<file path="src/e1pm_pkg.sv">
// Constants, register map and carrier types of the E1 receive performance monitor.
// Assumes a 100 MHz mclk and an AXI4-Lite master with 8-bit byte addresses.
package e1pm_pkg;

   // Register indices; the byte address is four times the index.
   localparam logic [5:0] IDX_OVERFLOW = 6'h16;
   localparam logic [5:0] IDX_SYNC_LOSS = 6'h17;
   localparam logic [5:0] IDX_ALIGN_BIT_ERR = 6'h18;
   localparam logic [5:0] IDX_REMOTE_CRC = 6'h19;
   localparam logic [5:0] IDX_ERR_ALIGN_WORD = 6'h1a;
   localparam logic [5:0] IDX_ALARM_LATCH = 6'h1b;
   localparam logic [5:0] IDX_VIOL_HIGH = 6'h1c;
   localparam logic [5:0] IDX_VIOL_LOW = 6'h1d;
   localparam logic [5:0] IDX_IRQ_STATUS = 6'h20;
   localparam logic [5:0] IDX_IRQ_MASK = 6'h21;

   // Overflow register bit positions.
   localparam int OVF_SYNC_LOSS_BIT = 4;
   localparam int OVF_ALIGN_BIT_ERR_BIT = 3;
   localparam int OVF_ERR_ALIGN_BIT = 2;
   localparam int OVF_VIOL_BIT = 1;

   // Alarm latch bit positions.
   localparam int ALM_REMOTE_BIT = 7;
   localparam int ALM_ALL_ONES_BIT = 6;
   localparam int ALM_TS16_BIT = 5;
   localparam int ALM_ABSENT_BIT = 4;
   localparam int ALM_AUX_BIT = 3;
   localparam int ALM_MFRAME_BIT = 2;
   localparam int ALM_SLIP_BIT = 1;

   // Interrupt status and mask bit positions.
   localparam int IRQ_ALARM_BIT = 0;
   localparam int IRQ_OVERFLOW_BIT = 1;
   localparam int IRQ_REMOTE_CRC_BIT = 2;

   // Reset values.
   localparam logic [7:0] CNT8_RESET = 8'h00;
   localparam logic [15:0] CNT16_RESET = 16'h0000;
   localparam logic [7:0] LATCH_RESET = 8'h00;
   localparam logic [2:0] IRQ_MASK_RESET = 3'h0;

   // Remote alarm with CRC error timing.
   localparam int CLK_KHZ = 100_000;
   localparam int REMOTE_SET_MS = 10;
   localparam int REMOTE_MAX_MS = 450;
   localparam int REMOTE_SET_CYCLES = REMOTE_SET_MS * CLK_KHZ;
   localparam int REMOTE_MAX_CYCLES = REMOTE_MAX_MS * CLK_KHZ;
   localparam int HOLD_W = 26;

   localparam logic [1:0] RESP_OKAY = 2'h0;
   localparam logic [1:0] RESP_SLVERR = 2'h2;

   // Alarm events from the framer, each a one-cycle pulse.
   typedef struct packed {
      logic remote_alarm;
      logic all_ones;
      logic ts16_all_ones;
      logic signal_absent;
      logic auxiliary_pattern;
      logic multiframe_alarm;
      logic elastic_slip;
   } e1pm_alarm_type;

   // Frame alignment word check result.
   typedef struct packed {
      logic checked;
      logic [2:0] bit_errors;
   } e1pm_fas_type;

endpackage

</file>
<file path="src/e1pm_rx_perf_mon.sv">
// E1 receive performance monitor: counters, alarm latches, remote alarm timing, AXI4-Lite slave.
// Assumes all event inputs come from framer logic on mclk, so none is synchronised here.
//
// Contract
// - Count 125 us frame periods spent out of basic frame sync, 8 bits.
// - Clear the sync-loss counter when sync is lost.
// - Count all bit errors in received alignment words, 8 bits.
// - Sticky flag when A high, E low lasted between 10 and 450 ms; read clears.
// - Indicator while A high, E low has lasted over 10 ms.
// - Count alignment words with one or more errors, 8 bits.
// - Alarm latch bit 7 set on remote alarm; read clears.
// - Alarm latch bit 6 set on all-ones alarm; read clears.
// - Alarm latch bit 5 set on timeslot 16 all-ones; read clears.
// - Alarm latch bit 4 set on loss of signal; read clears.
// - Alarm latch bit 3 set on auxiliary pattern; read clears.
// - Alarm latch bit 2 set on multiframe alarm; read clears.
// - Alarm latch bit 1 set on elastic buffer slip; bit 0 unused.
// - Count bipolar violations in 16 bits, high byte 1C, low byte 1D.
// - Per-counter overflow flags in the overflow register, cleared by reading it.
//
// Design decision made here: the AXI4-Lite interface to the registers.
`timescale 1ns/1ps
`default_nettype none

module e1pm_rx_perf_mon
   import e1pm_pkg::*;
#(
   parameter int unsigned SET_CYCLES = REMOTE_SET_CYCLES,
   parameter int unsigned MAX_CYCLES = REMOTE_MAX_CYCLES
) (
   input wire logic mclk,
   input wire logic rst,
   input wire logic frame_tick,
   input wire logic basic_sync,
   input wire e1pm_fas_type fas_check,
   input wire logic rx_a_bit,
   input wire logic rx_e_bit,
   input wire logic line_violation,
   input wire e1pm_alarm_type alarm_event,
   input wire logic [7:0] s_axi_awaddr,
   input wire logic s_axi_awvalid,
   output logic s_axi_awready,
   input wire logic [31:0] s_axi_wdata,
   input wire logic [3:0] s_axi_wstrb,
   input wire logic s_axi_wvalid,
   output logic s_axi_wready,
   output logic [1:0] s_axi_bresp,
   output logic s_axi_bvalid,
   input wire logic s_axi_bready,
   input wire logic [7:0] s_axi_araddr,
   input wire logic s_axi_arvalid,
   output logic s_axi_arready,
   output logic [31:0] s_axi_rdata,
   output logic [1:0] s_axi_rresp,
   output logic s_axi_rvalid,
   input wire logic s_axi_rready,
   output logic continuous_remote_crc_indicator,
   output logic irq
);

   localparam logic [HOLD_W-1:0] SET_LIM = HOLD_W'(SET_CYCLES);
   localparam logic [HOLD_W-1:0] MAX_LIM = HOLD_W'(MAX_CYCLES);

   logic sync_held_reg;
   logic [7:0] sync_loss_period_count_reg;
   logic [7:0] alignment_bit_error_count_reg;
   logic [7:0] errored_alignment_word_count_reg;
   logic [15:0] line_violation_count_reg;
   logic [7:0] overflow_reg;
   logic [7:0] alarm_latch_reg;
   logic windowed_remote_crc_flag_reg;
   logic continuous_remote_crc_reg;
   logic [HOLD_W-1:0] hold_cnt_reg;
   logic [2:0] irq_status_reg, irq_mask_reg;
   logic irq_reg;
   logic arready_reg, rvalid_reg, awready_reg, bvalid_reg;
   logic [31:0] rdata_reg;
   logic [1:0] rresp_reg, bresp_reg;

   logic ar_take, aw_take;
   logic [5:0] rd_idx, wr_idx;
   logic rd_overflow, rd_alarm, rd_remote, rd_status;
   logic remote_held, sync_lost_edge, window_hit, rd_mapped;
   logic [8:0] bit_err_sum;
   logic [7:0] alarm_set, ovf_set;
   logic [2:0] irq_set;
   logic [31:0] rd_word;

   assign rd_idx = s_axi_araddr[7:2];
   assign wr_idx = s_axi_awaddr[7:2];
   assign ar_take = s_axi_arvalid && arready_reg;
   assign aw_take = s_axi_awvalid && s_axi_wvalid && awready_reg;
   assign rd_overflow = ar_take && (rd_idx == IDX_OVERFLOW);
   assign rd_alarm = ar_take && (rd_idx == IDX_ALARM_LATCH);
   assign rd_remote = ar_take && (rd_idx == IDX_REMOTE_CRC);
   assign rd_status = ar_take && (rd_idx == IDX_IRQ_STATUS);
   assign remote_held = rx_a_bit && !rx_e_bit;
   assign sync_lost_edge = sync_held_reg && !basic_sync;
   assign bit_err_sum = {1'b0, alignment_bit_error_count_reg} + {6'h00, fas_check.bit_errors};
   assign window_hit = !remote_held && (hold_cnt_reg > SET_LIM) && (hold_cnt_reg < MAX_LIM);

   ////////////////////////////////////////////////////////////////////////////
   // Performance counters. They wrap, and each wrap raises an overflow flag.

   always_ff @(posedge mclk) begin
      if (rst) begin
         sync_held_reg <= 1'b0;
         sync_loss_period_count_reg <= CNT8_RESET;
      end else begin
         sync_held_reg <= basic_sync;
         if (sync_lost_edge) begin
            sync_loss_period_count_reg <= CNT8_RESET;
         end else if (frame_tick && !basic_sync) begin
            sync_loss_period_count_reg <= sync_loss_period_count_reg + 8'h01;
         end
      end
   end

   always_ff @(posedge mclk) begin
      if (rst) begin
         alignment_bit_error_count_reg <= CNT8_RESET;
         errored_alignment_word_count_reg <= CNT8_RESET;
      end else if (fas_check.checked) begin
         alignment_bit_error_count_reg <= bit_err_sum[7:0];
         if (fas_check.bit_errors != 3'h0) begin
            errored_alignment_word_count_reg <= errored_alignment_word_count_reg + 8'h01;
         end
      end
   end

   always_ff @(posedge mclk) begin
      if (rst) begin
         line_violation_count_reg <= CNT16_RESET;
      end else if (line_violation) begin
         line_violation_count_reg <= line_violation_count_reg + 16'h0001;
      end
   end

   always_comb begin
      ovf_set = 8'h00;
      ovf_set[OVF_SYNC_LOSS_BIT] = !sync_lost_edge && frame_tick && !basic_sync &&
                                   (sync_loss_period_count_reg == 8'hff);
      ovf_set[OVF_ALIGN_BIT_ERR_BIT] = fas_check.checked && bit_err_sum[8];
      ovf_set[OVF_ERR_ALIGN_BIT] = fas_check.checked && (fas_check.bit_errors != 3'h0) &&
                                   (errored_alignment_word_count_reg == 8'hff);
      ovf_set[OVF_VIOL_BIT] = line_violation && (line_violation_count_reg == 16'hffff);
   end

   // Set wins over the read clear so that a wrap in the read cycle is reported next time.
   always_ff @(posedge mclk) begin
      if (rst) begin
         overflow_reg <= LATCH_RESET;
      end else begin
         overflow_reg <= (overflow_reg & ~{8{rd_overflow}}) | ovf_set;
      end
   end

   ////////////////////////////////////////////////////////////////////////////
   // Alarm reporting latches.

   always_comb begin
      alarm_set = 8'h00;
      alarm_set[ALM_REMOTE_BIT] = alarm_event.remote_alarm;
      alarm_set[ALM_ALL_ONES_BIT] = alarm_event.all_ones;
      alarm_set[ALM_TS16_BIT] = alarm_event.ts16_all_ones;
      alarm_set[ALM_ABSENT_BIT] = alarm_event.signal_absent;
      alarm_set[ALM_AUX_BIT] = alarm_event.auxiliary_pattern;
      alarm_set[ALM_MFRAME_BIT] = alarm_event.multiframe_alarm;
      alarm_set[ALM_SLIP_BIT] = alarm_event.elastic_slip;
   end

   always_ff @(posedge mclk) begin
      if (rst) begin
         alarm_latch_reg <= LATCH_RESET;
      end else begin
         alarm_latch_reg <= (alarm_latch_reg & ~{8{rd_alarm}}) | alarm_set;
      end
   end

   ////////////////////////////////////////////////////////////////////////////
   // Remote alarm with CRC error timing. The hold counter saturates so that a
   // condition held far beyond the upper window cannot wrap back into it.

   always_ff @(posedge mclk) begin
      if (rst) begin
         hold_cnt_reg <= '0;
      end else if (!remote_held) begin
         hold_cnt_reg <= '0;
      end else if (hold_cnt_reg != {HOLD_W{1'b1}}) begin
         hold_cnt_reg <= hold_cnt_reg + HOLD_W'(1);
      end
   end

   always_ff @(posedge mclk) begin
      if (rst) begin
         continuous_remote_crc_reg <= 1'b0;
      end else begin
         continuous_remote_crc_reg <= remote_held && (hold_cnt_reg >= SET_LIM);
      end
   end

   always_ff @(posedge mclk) begin
      if (rst) begin
         windowed_remote_crc_flag_reg <= 1'b0;
      end else if (window_hit) begin
         windowed_remote_crc_flag_reg <= 1'b1;
      end else if (rd_remote) begin
         windowed_remote_crc_flag_reg <= 1'b0;
      end
   end

   ////////////////////////////////////////////////////////////////////////////
   // Interrupt: sticky status cleared by reading it, gated by the mask.

   always_comb begin
      irq_set = 3'h0;
      irq_set[IRQ_ALARM_BIT] = |alarm_set;
      irq_set[IRQ_OVERFLOW_BIT] = |ovf_set;
      irq_set[IRQ_REMOTE_CRC_BIT] = window_hit;
   end

   always_ff @(posedge mclk) begin
      if (rst) begin
         irq_status_reg <= IRQ_MASK_RESET;
         irq_reg <= 1'b0;
      end else begin
         irq_status_reg <= (irq_status_reg & ~{3{rd_status}}) | irq_set;
         irq_reg <= |(irq_status_reg & irq_mask_reg);
      end
   end

   ////////////////////////////////////////////////////////////////////////////
   // AXI4-Lite write channel. Both address and data must be offered before the
   // slave raises its readies, so neither is ever taken alone.

   always_ff @(posedge mclk) begin
      if (rst) begin
         awready_reg <= 1'b0;
         bvalid_reg <= 1'b0;
         bresp_reg <= RESP_OKAY;
         irq_mask_reg <= IRQ_MASK_RESET;
      end else if (aw_take) begin
         awready_reg <= 1'b0;
         bvalid_reg <= 1'b1;
         if (wr_idx == IDX_IRQ_MASK) begin
            bresp_reg <= RESP_OKAY;
            if (s_axi_wstrb[0]) begin
               irq_mask_reg <= s_axi_wdata[2:0];
            end
         end else if ((wr_idx >= IDX_OVERFLOW && wr_idx <= IDX_VIOL_LOW) || wr_idx == IDX_IRQ_STATUS) begin
            bresp_reg <= RESP_OKAY;
         end else begin
            bresp_reg <= RESP_SLVERR;
         end
      end else if (bvalid_reg) begin
         if (s_axi_bready) begin
            bvalid_reg <= 1'b0;
         end
      end else begin
         awready_reg <= s_axi_awvalid && s_axi_wvalid && !awready_reg;
      end
   end

   ////////////////////////////////////////////////////////////////////////////
   // AXI4-Lite read channel. Read-clear takes effect at the address handshake,
   // the same edge at which the returned value is captured.

   always_comb begin
      rd_word = 32'h0000_0000;
      rd_mapped = 1'b1;
      unique case (rd_idx)
         IDX_OVERFLOW: rd_word[7:0] = overflow_reg;
         IDX_SYNC_LOSS: rd_word[7:0] = sync_loss_period_count_reg;
         IDX_ALIGN_BIT_ERR: rd_word[7:0] = alignment_bit_error_count_reg;
         IDX_REMOTE_CRC: rd_word[1:0] = {windowed_remote_crc_flag_reg, continuous_remote_crc_reg};
         IDX_ERR_ALIGN_WORD: rd_word[7:0] = errored_alignment_word_count_reg;
         IDX_ALARM_LATCH: rd_word[7:0] = alarm_latch_reg;
         IDX_VIOL_HIGH: rd_word[7:0] = line_violation_count_reg[15:8];
         IDX_VIOL_LOW: rd_word[7:0] = line_violation_count_reg[7:0];
         IDX_IRQ_STATUS: rd_word[2:0] = irq_status_reg;
         IDX_IRQ_MASK: rd_word[2:0] = irq_mask_reg;
         default: rd_mapped = 1'b0;
      endcase
   end

   always_ff @(posedge mclk) begin
      if (rst) begin
         arready_reg <= 1'b0;
         rvalid_reg <= 1'b0;
         rdata_reg <= 32'h0000_0000;
         rresp_reg <= RESP_OKAY;
      end else if (ar_take) begin
         arready_reg <= 1'b0;
         rvalid_reg <= 1'b1;
         rdata_reg <= rd_word;
         rresp_reg <= rd_mapped ? RESP_OKAY : RESP_SLVERR;
      end else if (rvalid_reg) begin
         if (s_axi_rready) begin
            rvalid_reg <= 1'b0;
         end
      end else begin
         arready_reg <= 1'b1;
      end
   end

   assign s_axi_awready = awready_reg;
   assign s_axi_wready = awready_reg;
   assign s_axi_bvalid = bvalid_reg;
   assign s_axi_bresp = bresp_reg;
   assign s_axi_arready = arready_reg;
   assign s_axi_rvalid = rvalid_reg;
   assign s_axi_rdata = rdata_reg;
   assign s_axi_rresp = rresp_reg;
   assign continuous_remote_crc_indicator = continuous_remote_crc_reg;
   assign irq = irq_reg;

   ////////////////////////////////////////////////////////////////////////////
   // Checks.

   property p_sync_tick;
      @(posedge mclk) disable iff (rst)
      (frame_tick && !basic_sync && !sync_lost_edge) |=>
         (sync_loss_period_count_reg == $past(sync_loss_period_count_reg) + 8'h01);
   endproperty
   a_sync_tick: assert property (p_sync_tick) else $error("sync-loss count did not advance");

   property p_sync_clear;
      @(posedge mclk) disable iff (rst)
      (sync_held_reg && !basic_sync) |=> (sync_loss_period_count_reg == 8'h00);
   endproperty
   a_sync_clear: assert property (p_sync_clear) else $error("sync-loss count not cleared");

   property p_bit_err;
      @(posedge mclk) disable iff (rst)
      fas_check.checked |=> (alignment_bit_error_count_reg ==
         $past(alignment_bit_error_count_reg) + {5'h00, $past(fas_check.bit_errors)});
   endproperty
   a_bit_err: assert property (p_bit_err) else $error("bit error count wrong");

   property p_window;
      @(posedge mclk) disable iff (rst)
      (!remote_held && hold_cnt_reg > SET_LIM && hold_cnt_reg < MAX_LIM) |=> windowed_remote_crc_flag_reg;
   endproperty
   a_window: assert property (p_window) else $error("windowed remote flag not set");

   property p_cont_ind;
      @(posedge mclk) disable iff (rst)
      continuous_remote_crc_reg |-> ($past(remote_held) && $past(hold_cnt_reg) >= SET_LIM);
   endproperty
   a_cont_ind: assert property (p_cont_ind) else $error("indicator high without cause");

   property p_cont_drop;
      @(posedge mclk) disable iff (rst)
      (continuous_remote_crc_reg && !remote_held) |=> !continuous_remote_crc_reg;
   endproperty
   a_cont_drop: assert property (p_cont_drop) else $error("indicator did not drop");

   property p_err_word;
      @(posedge mclk) disable iff (rst)
      (fas_check.checked && fas_check.bit_errors != 3'h0) |=>
         (errored_alignment_word_count_reg == $past(errored_alignment_word_count_reg) + 8'h01);
   endproperty
   a_err_word: assert property (p_err_word) else $error("errored word count wrong");

   property p_slip_wins;
      @(posedge mclk) disable iff (rst)
      (alarm_event.elastic_slip && rd_alarm) |=> alarm_latch_reg[ALM_SLIP_BIT];
   endproperty
   a_slip_wins: assert property (p_slip_wins) else $error("slip lost at clearing read");

   property p_remote_latch;
      @(posedge mclk) disable iff (rst)
      alarm_event.remote_alarm |=> alarm_latch_reg[ALM_REMOTE_BIT];
   endproperty
   a_remote_latch: assert property (p_remote_latch) else $error("remote alarm not latched");

   property p_viol;
      @(posedge mclk) disable iff (rst)
      line_violation |=> (line_violation_count_reg == $past(line_violation_count_reg) + 16'h0001);
   endproperty
   a_viol: assert property (p_viol) else $error("violation count wrong");

   property p_viol_ovf;
      @(posedge mclk) disable iff (rst)
      (line_violation && line_violation_count_reg == 16'hffff) |=> overflow_reg[OVF_VIOL_BIT];
   endproperty
   a_viol_ovf: assert property (p_viol_ovf) else $error("violation overflow not flagged");

   property p_unused_bit;
      @(posedge mclk) disable iff (rst)
      !alarm_latch_reg[0];
   endproperty
   a_unused_bit: assert property (p_unused_bit) else $error("unused alarm bit set");

endmodule // e1pm_rx_perf_mon

`default_nettype wire

</file>
<file path="config.mk">
export PLATFORM = sky130hd
export DESIGN_NAME = e1pm_rx_perf_mon
export DESIGN_NICKNAME = d
export VERILOG_FILES = /design/src/e1pm_pkg.sv /design/src/e1pm_rx_perf_mon.sv
export SDC_FILE = /design/constraint.sdc
export NUM_CORES = 1
export LEC_CHECK = 0
export ABC_AREA = 1
export BUFFER_PORTS_ARGS = -buffer_cell sky130_fd_sc_hd__buf_4
export CORE_MARGIN = 3
export CORE_UTILIZATION = 33
export CTS_CLUSTER_DIAMETER = 60
export DETAILED_ROUTE_END_ITERATION = 8
export SLEW_MARGIN = 25
export SYNTH_ARGS = -nofsm -noshare
export SYNTH_HDL_FRONTEND = slang
export SYNTH_SLANG_ARGS = --single-unit
</file>
<file path="constraint.sdc">
create_clock -name mclk -period 5.3 [get_ports mclk]
set_clock_uncertainty 0.2 [all_clocks]
set_input_delay 0.265 -clock mclk [delete_from_list [all_inputs] [get_ports mclk]]
set_output_delay 0.265 -clock mclk [all_outputs]
set_load 0.01 [all_outputs]
</file>
# --- After elaboration in Yosys (flattened, before gate mapping) ---
# Cells that the tools add are included.
totals:
  register_bits: 108
  in_bits: 75
  output_inout_bits: 43
  elab_cells: 112
classes:
  add_sub_neg: 5
  order_cmp: 5
  eq_ne: 16
  mux: 15
  bitwise: 11
  n_reduce_logical: 40
ops:
  columns: ["operator", "count"]
  rows:
  - ["$eq 6x5->1 const B", 8]
  - ["$pmux 5 s7", 1]
  - ["$add 26x1->26 const B", 1]
  - ["$ge 26x20->1 const B", 1]
  - ["$gt 26x20->1 const B", 1]
  - ["$lt 26x26->1 const B", 1]
  - ["$ne 26x26->1 const B", 1]
  - ["$eq 6x6->1 const B", 4]
  - ["$logic_and 1x1->1", 22]
  - ["$pmux 2 s10", 1]
  - ["$add 16x1->16 const B", 1]
  - ["$add 8x1->8 const B", 2]
  - ["$and 8x8->8", 2]
  - ["$eq 16x16->1 const B", 1]
  - ["$eq 8x8->1 const B", 2]
  - ["$not 8->8", 2]
  - ["$reduce_or 10->1", 1]
  - ["$add 8x3->9", 1]
  - ["$mux 1", 9]
  - ["$pmux 1 s9", 1]
  - ["$or 8x5->8", 1]
  - ["$or 8x8->8", 1]
  - ["$reduce_or 2->1", 4]
  - ["$reduce_or 7->1", 1]
  - ["other kinds (15)", 22]

# --- Logic depth before layout (Yosys ltp) ---
logic_depth:
  ltp_word: 8
  ltp_mapped: 11

# --- Worst setup path before layout ---
# OpenSTA, ideal clock, no wires.
synth_timing:
  path_kind: "register to register"
  startpoint: "register hold_cnt_reg[0]"
  endpoint: "register hold_cnt_reg[1]"
  setup_ps: 135
  arrival_time_ps: 1498
  path_slack_ps: 3467
  path_stages_with_launch: 10
  period_less_slack_ps: 1833
  cell_sequence: "dfxtp_1 > ha_1 > inv_2 > nor2_4 > nand2_2 > nor2_4 > nand4_4 > buf_6 > nand2_1 > a21oi_1"
synth_between:
  elab_chain_len: 1
synth_lines:
  columns: ["item", "line_no", "rtl"]
  rows:
  - ["from (decl)", "e1pm_rx_perf_mon.sv:73", "logic [HOLD_W-1:0] hold_cnt_reg;"]
  - ["from (signal assigned)", "e1pm_rx_perf_mon.sv:190", "hold_cnt_reg <= hold_cnt_reg + HOLD_W'(1);"]
  - ["$add 26x1->26 / $ne 26x26->1 (equally long branches)", "e1pm_rx_perf_mon.sv:190, e1pm_rx_perf_mon.sv:189", null]
# Several ways; a longest one is shown, not always the timed one.
# A chain may end at the register's enable or synchronous reset.

# --- Worst setup path in the final report ---
# Same ends and word-level chain as after synthesis.

==> flow_summary.rst <==
.. list-table::
   :header-rows: 1

   * - Metric
     - Value
   * - Run status
     - finished clean
   * - Cell area after placement
     - between 6000 and 7000 sq um
   * - Dominant cell type by area after synthesis
     - dfxtp_1
   * - Routed met1 length
     - 7.18 mm
   * - Post-synthesis instance area
     - 5860 sq um
   * - Number of global-route vias before repair
     - ~5200
   * - Number of cells in the design after placement
     - roughly 1200
   * - CP endpoint kind
     - flop
   * - Total detailed-routing wirelength
     - 15.2 mm
   * - Starting density of the core
     - roughly 34%
   * - Total grt overflow
     - 0
   * - Cells taking the most area after synthesis
     - dfxtp_1, nand2_1, nor2_1
   * - Vias per cell
     - between 4 and 5
   * - Core Area
     - about 17000 sq um
   * - Layout cell share with drive strength beyond 1
     - 9.57%
   * - DRC violation count after routing
     - 0
   * - Area fraction of the dominant cell type after synthesis
     - a little over a third
   * - Number of buffers on the longest clock path
     - 2
   * - CTS H-tree depth
     - 3
   * - Post-DP HPWL
     - 11.6 mm
   * - Number of buffers inserted by port buffering
     - 55
   * - Average instance area after synthesis
     - roughly 6.5 sq um
   * - Setup WS post-layout
     - 2980 ps
   * - Post_cts resized
     - 0
   * - Number of distinct library cells after synthesis
     - 40
   * - Total number of yosys warnings
     - 0
   * - WHS
     - around 13 ps
   * - Clock Root Buffer
     - clkbuf_16
   * - Worst slew margin
     - 38.3%
   * - Most common cell after layout, fill and taps aside
     - nand2_1
   * - Achievable frequency
     - 431 MHz
   * - Detailed-routed wire length on met2
     - 7.22 mm
   * - Fin. Hold Viols
     - 0
   * - Die Footprint
     - 19400 sq um
   * - Post-synthesis sequential area ratio
     - 36.2%
   * - Number of clock buffers inserted by TritonCTS
     - 9
   * - Top routing layer in use
     - met4
   * - Worst-path clk slew
     - 70 ps
   * - Clk_lat worst skew
     - 360 ps
   * - Number of antenna violations at the first check in global routing
     - 0
   * - TritonCTS clock tree
     - done
   * - Leading cell types in the layout, fill and taps excluded
     - nand2_1, nor2_1, inv_1
   * - Leakage power summed over all cells
     - 2.93 nW
   * - Post-detailed-route count of antenna-violating nets
     - 0
   * - Area of all placed cells without fillers
     - 6810 sq um
   * - Antenna cell count
     - 0
   * - Critical path class
     - flop to flop
   * - Die Span X
     - 139 microns
   * - Required @ worst endpoint
     - 5380 ps
   * - Number of vias after detailed routing
     - about 5600
   * - Combined global-route utilization of all metal layers
     - 15.8%
   * - First-pass iteration count of the detailed router
     - 5
   * - Critical Path, Cell by Cell
     - ha_1, inv_2, nor2_4, nand2_2, nor2_4, nand4_4, clkinv_2, nand2_1, a21oi_1
   * - Number of nets in the layout
     - 1051
   * - Num rows
     - 48
   * - Global placer's final weighted congestion
     - 0.886
   * - Setup repair after global routing missed its margin
     - false
   * - DR WL met3
     - about 570 microns
   * - Number of flip-flops under the largest register name
     - 26
   * - Hold Path Depth
     - 3
   * - DRT iter0 DRCs
     - 295
   * - Synthesis-to-layout area growth
     - 16.0%
   * - Average wire length per cell after detail routing
     - 12.7 microns
   * - Arrival time worst endpoint
     - 2410 ps
   * - Cell mode on critical path
     - nor2_4
   * - Number of register bits inferred by synthesis
     - 106
   * - Worst Max-Slew Pin Slew
     - 925 ps
   * - Worst Reg-to-Reg Cells
     - 9
   * - Die height
     - 139 microns
   * - Pin count of the biggest net entering global routing
     - 40
   * - Final Instance Count excl. Fillers
     - 1197
   * - Fillers
     - 1862
   * - Number of failing setup endpoints in the final timing report
     - 0
   * - Count of mapped cells out of synthesis
     - 902
   * - First-pass GRT wire length
     - 25.2 mm
   * - # clock sinks
     - around 110
   * - PwrDens
     - 239 nW/um^2
   * - Pre-CTS worst setup slack
     - ~2900 ps
   * - Longest individual stage delay on the worst path
     - 430 ps
   * - Final period demand of the worst path
     - approximately 2300 ps
   * - Max-cap violations
     - 0
   * - Number of top-level pins
     - 118
   * - Setup tns final
     - 0 ps
   * - Critical-path cell with the highest stage delay
     - dfxtp_1
   * - Startpoint Class
     - flop
   * - Final period utilization
     - 43.8%
   * - Worst min-delay path category
     - primary input to flop
   * - Max FO, Critical Path
     - 18
   * - VDD IR max
     - about 0.00018 V
   * - Final Max Slew Viols
     - 0
==> synthesized netlist by cell type <==
cell / instances
a2111oi_0: 1
a31oi_1: 10
nor3_4: 2
a21boi_1: 1
ha_1: 8
nor3_1: 22
a31oi_2: 1
o21ai_0: 47
o21ai_1: 1
nand2_1: 229
dfxtp_1: 106
clkinv_2: 1
nor3_2: 2
inv_2: 2
a211oi_1: 4
buf_4: 28
buf_6: 2
xnor2_1: 1
nor2_1: 125
nand3_1: 72
inv_1: 122
a21oi_2: 1
o31ai_1: 1
nand2_2: 4
buf_2: 1
nand4_1: 9
a21oi_1: 55
xor2_1: 11
nor2_2: 6
nand4_4: 1
nand3b_1: 3
nor4_1: 3
fa_1: 1
nor2_4: 3
and3_1: 1
buf_1: 2
o21a_1: 4
conb_1: 1
clkbuf_1: 5
nor3b_1: 3
==> where the power goes <==
group	switching (W)	internal [W]	leakage, nW
logic	0.0000734	0.0000497	1.92
clock network	0.000300	0.000378	0.149
registers	0.0000129	0.000811	0.860
==> cell type report <==
cell class	count	area, sq um	area share (%)
Sequential cell	106	2120	31.2
Clock inverter	5	53.8	0.791
Tap cell	225	282	4.14
Clock buffer	11	243	3.57
Multi-Input combinational cell	658	3100	45.6
Inverter	125	470	6.91
Timing Repair Buffer	67	533	7.83
==> path summary, 6_finish.rpt <==
path              startpoint  slack, ps               to
min reg2reg   s_axi_rdata[1]        250   s_axi_rdata[1]
max reg2reg  hold_cnt_reg[0]       2980  hold_cnt_reg[1]
max          hold_cnt_reg[0]       2980  hold_cnt_reg[1]
min           s_axi_wdata[1]         10  irq_mask_reg[1]
==> critical path, delay by kind of cell, from the launching register on <==
family	cells	cell delay, ps
fa+ha+maj	1	310
buf+inv	2	340
flops	1	430
compound gates	1	120
simple gates	5	840
==> repair_timing <==
action,in CTS,in global routing
hold endpoints to repair,12,0
hold buffers,12,0
setup buffers,0,0
==> metal layers <==
metal	up-vias	global-route usage, %
li1	2957	-
met1	2521	20.1
met2	96	26.9
met3	22	3.54
met4	0	4.63
met5	-	0
==> logic make-up (layout without fill, tap and decap cells) <==
family	Yosys count	count (layout)	synth area share [%]
simple gates	485	485	35.7
buf+inv	163	208	12.5
compound gates	126	126	11.6
flops	106	106	36.2
xor+xnor	12	12	1.79
fa+ha+maj	9	9	2.05
other cells	1	26	0.0639
==> per-stage QoR <==
stage	power [W]	utilization, %
2_1_floorplan	0.000922	-
3_3_place_gp	0.000956	36.8
3_5_place_dp	0.000957	36.8
4_1_cts	0.00165	39.2
5_1_grt	0.00169	39.2
6_report	0.00162	39.2
No activity file was read; power rests on OpenSTA's default activity.
